### config.mk
export PLATFORM = sky130hd
export DESIGN_NAME = clock_stop_ctrl
export DESIGN_NICKNAME = d
export VERILOG_FILES = /design/src/pkg/power_pkg.sv /design/src/rtl/toggle_watch.sv /design/src/rtl/clock_stop_ctrl.sv
export SDC_FILE = /design/constraint.sdc
export NUM_CORES = 1
export LEC_CHECK = 0
export BUFFER_PORTS_ARGS = -buffer_cell sky130_fd_sc_hd__clkbuf_2
export CORE_ASPECT_RATIO = 0.6
export CORE_MARGIN = 4
export CORE_UTILIZATION = 55
export CTS_BUF_LIST = sky130_fd_sc_hd__clkbuf_8
export CTS_CLUSTER_DIAMETER = 150
export DETAILED_ROUTE_END_ITERATION = 8
export HOLD_SLACK_MARGIN = 0.03
export PLACE_DENSITY = 0.89
export SLEW_MARGIN = 20
export SYNTH_ARGS = -nofsm -noshare
export SYNTH_HDL_FRONTEND = slang
export SYNTH_HIERARCHICAL = 1
export SYNTH_SLANG_ARGS = --single-unit
### constraint.sdc
create_clock -name ref_clk_in -period 4.4 [get_ports ref_clk_in]
set_clock_uncertainty 0.1 [all_clocks]
set_input_delay 0 -clock ref_clk_in [delete_from_list [all_inputs] [get_ports ref_clk_in]]
set_output_delay 0 -clock ref_clk_in [all_outputs]
set_load 0.01 [all_outputs]
### src/pkg/power_pkg.sv
package power_pkg;
    // One-hot power states
    typedef enum logic [6:0] {
        ST_NORMAL     = 7'h01,
        ST_HALT       = 7'h02,
        ST_STOP_GRANT = 7'h04,
        ST_SNOOP      = 7'h08,
        ST_SLEEP      = 7'h10,
        ST_DEEP_SLEEP = 7'h20,
        ST_PLL_SETTLE = 7'h40
    } power_state_e;

    // Registered clock and service enables
    typedef struct packed {
        logic core_clock_on;
        logic cache_clock_on;
        logic snoop_enable;
        logic irq_latch_enable;
        logic differential_mode;
    } clock_ctrl_s;

    localparam clock_ctrl_s CTRL_RESET = '{
        core_clock_on: 1'b0, cache_clock_on: 1'b1, snoop_enable: 1'b1,
        irq_latch_enable: 1'b1, differential_mode: 1'b0};

    localparam int CLK_HZ = 25_000_000;
    localparam int PLL_SETTLE_MS = 1;
    localparam int PLL_SETTLE_CYCLES_DEF = (PLL_SETTLE_MS * CLK_HZ + 999) / 1000;
    localparam int SETTLE_CNT_W = 16;

    // Sampled cycles without a change before a clock counts as stopped
    localparam int IDLE_CYCLES = 4;
    localparam int IDLE_CNT_W = 3;

    localparam int SELECT_CODE_W = 5;
    // Arbitrary default supply code
    localparam logic [SELECT_CODE_W-1:0] SELECT_CODE_DEFAULT = 5'h0A;
endpackage

### src/rtl/toggle_watch.sv
`timescale 1ns/1ps
module toggle_watch (
    // Clock and reset
    input wire logic ref_clk_in,
    input wire logic reset_n_in,
    // Watched level
    input wire logic level_in,
    // Toggling seen recently
    output logic active_out
);
    import power_pkg::*;

    logic prev;
    logic [IDLE_CNT_W-1:0] idle;
    logic next_prev;
    logic [IDLE_CNT_W-1:0] next_idle;

    always_comb begin
        next_prev = level_in;
        next_idle = idle;
        if (level_in != prev) begin
            next_idle = '0;
        end else if (idle != IDLE_CNT_W'(IDLE_CYCLES)) begin
            next_idle = idle + IDLE_CNT_W'(1);
        end
    end

    always_ff @(posedge ref_clk_in) begin
        if (!reset_n_in) begin
            // Follow the pin in reset, so a pin idling high shows no false edge on release
            prev <= next_prev;
            idle <= IDLE_CNT_W'(IDLE_CYCLES);
        end else begin
            prev <= next_prev;
            idle <= next_idle;
        end
    end

    assign active_out = (idle != IDLE_CNT_W'(IDLE_CYCLES)) || (level_in != prev);
endmodule // toggle_watch

### src/rtl/clock_stop_ctrl.sv
`timescale 1ns/1ps
// Summary of operation
// - Deep Sleep from Sleep or PLL settling, clock stopped
// - Deep Sleep once bus clock unchanged for 4 sampled cycles
// - Sleep release returns to clock-stop granted
// - No snoops, no interrupt latching while sleeping
// - Halt and granted keep cache clock, snoops
// - Snoop state snoops cache like Normal
// - Cache clock on in Sleep, off Deep
// - Cache clock back only after PLL settles
// - Complement toggling selects differential clocking
// - Core and cache clocked from bus clock
// - Drive five supply select outputs
// - Stop-clock request enters clock-stop granted
// - Sleep request honoured only when granted
module clock_stop_ctrl #(
    parameter int PLL_SETTLE_CYCLES = power_pkg::PLL_SETTLE_CYCLES_DEF
) (
    // Clock and reset
    input wire logic ref_clk_in,
    input wire logic reset_n_in,
    // Bus clock pins, sampled
    input wire logic bus_clk_in,
    input wire logic bus_clk_comp_in,
    // Partner controls
    input wire logic stop_clock_request_n_in,
    input wire logic sleep_request_n_in,
    // Core events
    input wire logic halt_request_in,
    input wire logic wake_event_in,
    input wire logic snoop_request_in,
    input wire logic snoop_done_in,
    input wire logic interrupt_in,
    input wire logic interrupt_ack_in,
    // State and enables
    output power_pkg::power_state_e state_out,
    output power_pkg::clock_ctrl_s ctrl_out,
    output logic interrupt_pending_out,
    // Open-drain supply select, low enable drives pin low
    output logic [power_pkg::SELECT_CODE_W-1:0] voltage_select_code_out,
    output logic [power_pkg::SELECT_CODE_W-1:0] voltage_select_code_oe_n_out
);
    import power_pkg::*;

    localparam logic [SETTLE_CNT_W-1:0] SETTLE_LAST = SETTLE_CNT_W'(PLL_SETTLE_CYCLES - 1);

    logic bus_active;
    logic comp_active;
    power_state_e state, next_state;
    clock_ctrl_s ctrl, next_ctrl;
    logic [SETTLE_CNT_W-1:0] settle, next_settle;
    logic from_halt, next_from_halt;
    logic irq_pending, next_irq_pending;
    logic stop_req;
    logic sleep_req;

    toggle_watch bus_watch (
        .ref_clk_in(ref_clk_in),
        .reset_n_in(reset_n_in),
        .level_in(bus_clk_in),
        .active_out(bus_active)
    );

    toggle_watch comp_watch (
        .ref_clk_in(ref_clk_in),
        .reset_n_in(reset_n_in),
        .level_in(bus_clk_comp_in),
        .active_out(comp_active)
    );

    assign stop_req = !stop_clock_request_n_in;
    assign sleep_req = !sleep_request_n_in;

    function automatic logic sleeping(input power_state_e s);
        return (s == ST_SLEEP) || (s == ST_DEEP_SLEEP) || (s == ST_PLL_SETTLE);
    endfunction

    // State sequencing
    always_comb begin
        next_state = state;
        next_settle = settle;
        next_from_halt = from_halt;
        case (state)
            ST_NORMAL: begin
                if (stop_req) begin
                    next_state = ST_STOP_GRANT;
                    next_from_halt = 1'b0;
                end else if (halt_request_in) begin
                    next_state = ST_HALT;
                end
            end
            ST_HALT: begin
                if (stop_req) begin
                    next_state = ST_STOP_GRANT;
                    next_from_halt = 1'b1;
                end else if (snoop_request_in) begin
                    next_state = ST_SNOOP;
                    next_from_halt = 1'b1;
                end else if (wake_event_in) begin
                    next_state = ST_NORMAL;
                end
            end
            ST_STOP_GRANT: begin
                if (!stop_req) begin
                    next_state = from_halt ? ST_HALT : ST_NORMAL;
                end else if (sleep_req) begin
                    next_state = ST_SLEEP;
                end else if (snoop_request_in) begin
                    next_state = ST_SNOOP;
                end
            end
            ST_SNOOP: begin
                if (snoop_done_in) begin
                    next_state = stop_req ? ST_STOP_GRANT : (from_halt ? ST_HALT : ST_NORMAL);
                end
            end
            ST_SLEEP: begin
                if (!bus_active) begin
                    next_state = ST_DEEP_SLEEP;
                end else if (!sleep_req) begin
                    next_state = ST_STOP_GRANT;
                end
            end
            ST_DEEP_SLEEP: begin
                next_settle = '0;
                if (bus_active) begin
                    next_state = ST_PLL_SETTLE;
                end
            end
            ST_PLL_SETTLE: begin
                if (!bus_active) begin
                    next_state = ST_DEEP_SLEEP;
                end else if (settle == SETTLE_LAST) begin
                    next_state = ST_SLEEP;
                end else begin
                    next_settle = settle + SETTLE_CNT_W'(1);
                end
            end
            default: begin
                next_state = ST_NORMAL;
            end
        endcase
    end

    // Enables follow the next state so they line up with it
    always_comb begin
        next_ctrl.core_clock_on = bus_active && (next_state == ST_NORMAL);
        next_ctrl.cache_clock_on = (next_state != ST_DEEP_SLEEP) && (next_state != ST_PLL_SETTLE);
        next_ctrl.snoop_enable = !sleeping(next_state) && (next_state != ST_SLEEP);
        next_ctrl.irq_latch_enable = !sleeping(next_state);
        next_ctrl.differential_mode = comp_active;
        next_irq_pending = irq_pending;
        if (interrupt_ack_in) begin
            next_irq_pending = 1'b0;
        end
        if (interrupt_in && ctrl.irq_latch_enable) begin
            next_irq_pending = 1'b1;
        end
    end

    always_ff @(posedge ref_clk_in) begin
        if (!reset_n_in) begin
            state <= ST_NORMAL;
            ctrl <= CTRL_RESET;
            settle <= '0;
            from_halt <= 1'b0;
            irq_pending <= 1'b0;
        end else begin
            state <= next_state;
            ctrl <= next_ctrl;
            settle <= next_settle;
            from_halt <= next_from_halt;
            irq_pending <= next_irq_pending;
        end
    end

    assign state_out = state;
    assign ctrl_out = ctrl;
    assign interrupt_pending_out = irq_pending;
    assign voltage_select_code_out = '0;
    assign voltage_select_code_oe_n_out = SELECT_CODE_DEFAULT;
endmodule // clock_stop_ctrl

==> impl_results.md <==
- Register bit total from synthesis: 38
- Synth top area share: 35.8%
- P_leak: a little over 0.9 nW
- Starting DRT DRC Count: 200
- IO Port Bufs: 24
- Post-route non-filler standard cell count: 323
- Die area: between 0.004 and 0.005 sq mm
- # IOs: 35
- Uppermost layer routed: met4
- CP required: ~4500 ps
- Yosys warnings: 6
- FF/Latch Area: about 760 sq um
- DP Wirelength: 3250 um
- Placed inst area: between 0.002 and 0.0025 sq mm
- Worst setup SP type: register
- WL met2: 2100 um
- VDD IR-drop max: 200 uV
- Final period util: 54.7%
- Max_cap viols: 0
- Status: completed
- Global-route wire length before repair: approximately 7900 um
- # diodes: 0
- Hold Slack: 85.7 ps
- Slew @ Worst Pin: around 620 ps
- Via count of the first global-routing pass: 1677
- Multi-input gate area: 0.00124 sq mm
- Yosys cell types: 55
- GP Congestion: about 0.86
- Starting density of the core: 57.4%
- Syn Inst Count: 247
- Number of synthesized flops with an enable pin: 0
- F_max: a little over 400 MHz
- Power Dens Cells: 305 mW/mm^2
- Post-Syn Area: 0.00212 sq mm
- Vias per inst: 5.66
- CP Capture Type: register
- Synth area leaders: dfxtp_1, xor2_1, nor2_1, buf_4, nand2_1
- Post-route cell area: 0.00239 sq mm
- Final Critical Period: 2410 ps
- Filler Cells Inserted: 316
- Setup TNS: 0 ps
- TritonCTS Sinks: 38
- Post-route ant nets: 0
- Cell with the most instances after synthesis: dfxtp_1
- Slew Viols, Final: 0
- Final setup fails: 0
- Crit Path Category: register to register
- CTS Root Cell: clkbuf_8
- Layout Utilization: 64.6%
- Area leader, netlist: dfxtp_1
- RSZ-0062 raised after global routing: no
- Fraction of layout cells with a size suffix above 1: 17.4%
- Met1 wire length: 2150 um
- GR Overflow Total: 0
- Mean Syn Cell Area: 8.60 sq um
- Worst-Skew Late Latency: 300 ps
- Standard-cell row count: 17
- Fin nets: 292
- Tot GR Track Use: about a fifth
- Sequential area share after synthesis: 35.8%
- Core Area: 0.00370 sq mm
- Hold Path Class: input port to register
- H-tree Lvls: 2
- Detailed-router iteration count before antenna repair: 4
- DRC Markers: 0
- CTS Buffer Depth: 2
- Chip width: 88.2 um
- Final hold violation count: 0
- Top FF cell, synth: dfxtp_1
- Post-synth top cells: dfxtp_1, nor2_1, nand2_1
- Num CTS Buffers: 5
- Die Height: 56.1 um
- Area grow syn2layout: 12.6%
- Post-Route WL: 4720 um
- Slew headroom: 58.3%
- Routed length per placed instance: between 10 and 15 um
- Reg clk slew, reported paths: 80 ps
- PostCTS Resize Cnt: 0
- Antenna violations before repair: 0
- Worst-path fanout max: 10
- Routed vias: 1829
- CTS tree: built
- Largest net degree at the start of global routing: 18
- DR WL met3: ~420 um
- Async S/R FF share, synth: 0%
- Worst path arrival time: about 2500 ps
- Total instance count after detailed placement: 306
==> layout by cell type (no fill, tap or decap), types with 6 or more instances in the layout <==
master         Yosys  layout
nand3_1           11      11
nor3_1             8       8
nor2b_1            7       7
clkbuf_2           0      24
a21oi_1            7       7
clkbuf_8           0       6
a211oi_1           6       6
inv_1              9      10
conb_1             2      10
xor2_1            14      14
nor2_1            25      25
nand2_1           17      17
nand4_1           10      10
nand2b_1           6       6
o21ai_0            7       7
dfxtp_1           38      38
dlygate4sd3_1      0       9
==> critical path, cell delays in order, from the launching register on <==
cell and delay [ps]:
dfxtp_1 410, or4_1 690, a211o_4 390, a21oi_2 300
nand4_1 160, xor2_1 170, nor2_1 60
==> kinds of logic after synthesis <==
logic type               synth area share (%)
AO/OA/AOI/OAI                            15.1
XOR/XNOR                                 7.01
adder cells (fa/ha/maj)                  2.94
buffers and inverters                    7.36
flip-flops                               35.8
multiplexers                             1.47
other                                   0.353
AND/OR/NAND/NOR                          29.9
==> flip-flops by register name (all words and copies together) (netlist names) <==
register and cells:
state_out 7, from_halt 1, interrupt_pending_out 1, comp_watch/idle 3, bus_watch/idle 3, comp_watch/prev 1
bus_watch/prev 1, settle 16, ctrl_out 5
==> report_power, final <==
group / internal (mW) / total, mW / leakage [nW] / switching (mW)
sequential: 0.358 / 0.374 / 0.310 / 0.0159
combinational: 0.0476 / 0.109 / 0.569 / 0.0614
clock: 0.124 / 0.246 / 0.0524 / 0.122
total: 0.530 / 0.729 / 0.931 / 0.199
==> final timing paths <==
path	start	end	slack, ps	cells past startpoint
max	state_out[0]	settle[8]	1990	6
min	snoop_done_in	state_out[4]	90	4
min reg2reg	comp_watch/idle[1]	comp_watch/idle[1]	390	2
max reg2reg	state_out[0]	settle[8]	1990	6
==> cell type report <==
| type | instances | area share (%) |
|---|---|---|
| repair buffers | 33 | 8.79 |
| clock buffers | 6 | 3.45 |
| inverters | 9 | 1.41 |
| flip-flops and latches | 38 | 31.8 |
| well taps | 47 | 2.46 |
| clock inverters | 2 | 0.366 |
| multi-input cells | 188 | 51.7 |
==> what timing repair did <==
| action | 4_1_cts | 5_1_grt |
|---|---|---|
| endpoints found under the hold margin | 11 | 0 |
| setup endpoints to repair | 0 | 0 |
| hold buffers | 9 | 0 |
| setup buffers | 0 | 0 |
==> layer usage <==
metal / global-route usage, % / up-vias
li1: - / 915
met1: 28.3 / 835
met2: 30.0 / 72
met3: 6.66 / 7
met4: 5.17 / 0
met5: 0 / -
==> per-stage QoR <==
| step | total power [mW] | setup WS, ps |
|---|---|---|
| 2_1_floorplan | 0.460 | 2150 |
| 3_3_place_gp | 0.478 | 2080 |
| 3_5_place_dp | 0.481 | 2030 |
| 4_1_cts | 0.731 | 2020 |
| 5_1_grt | 0.762 | 1810 |
| 6_report | 0.729 | 1990 |
Power figures use the tool's default switching activity.
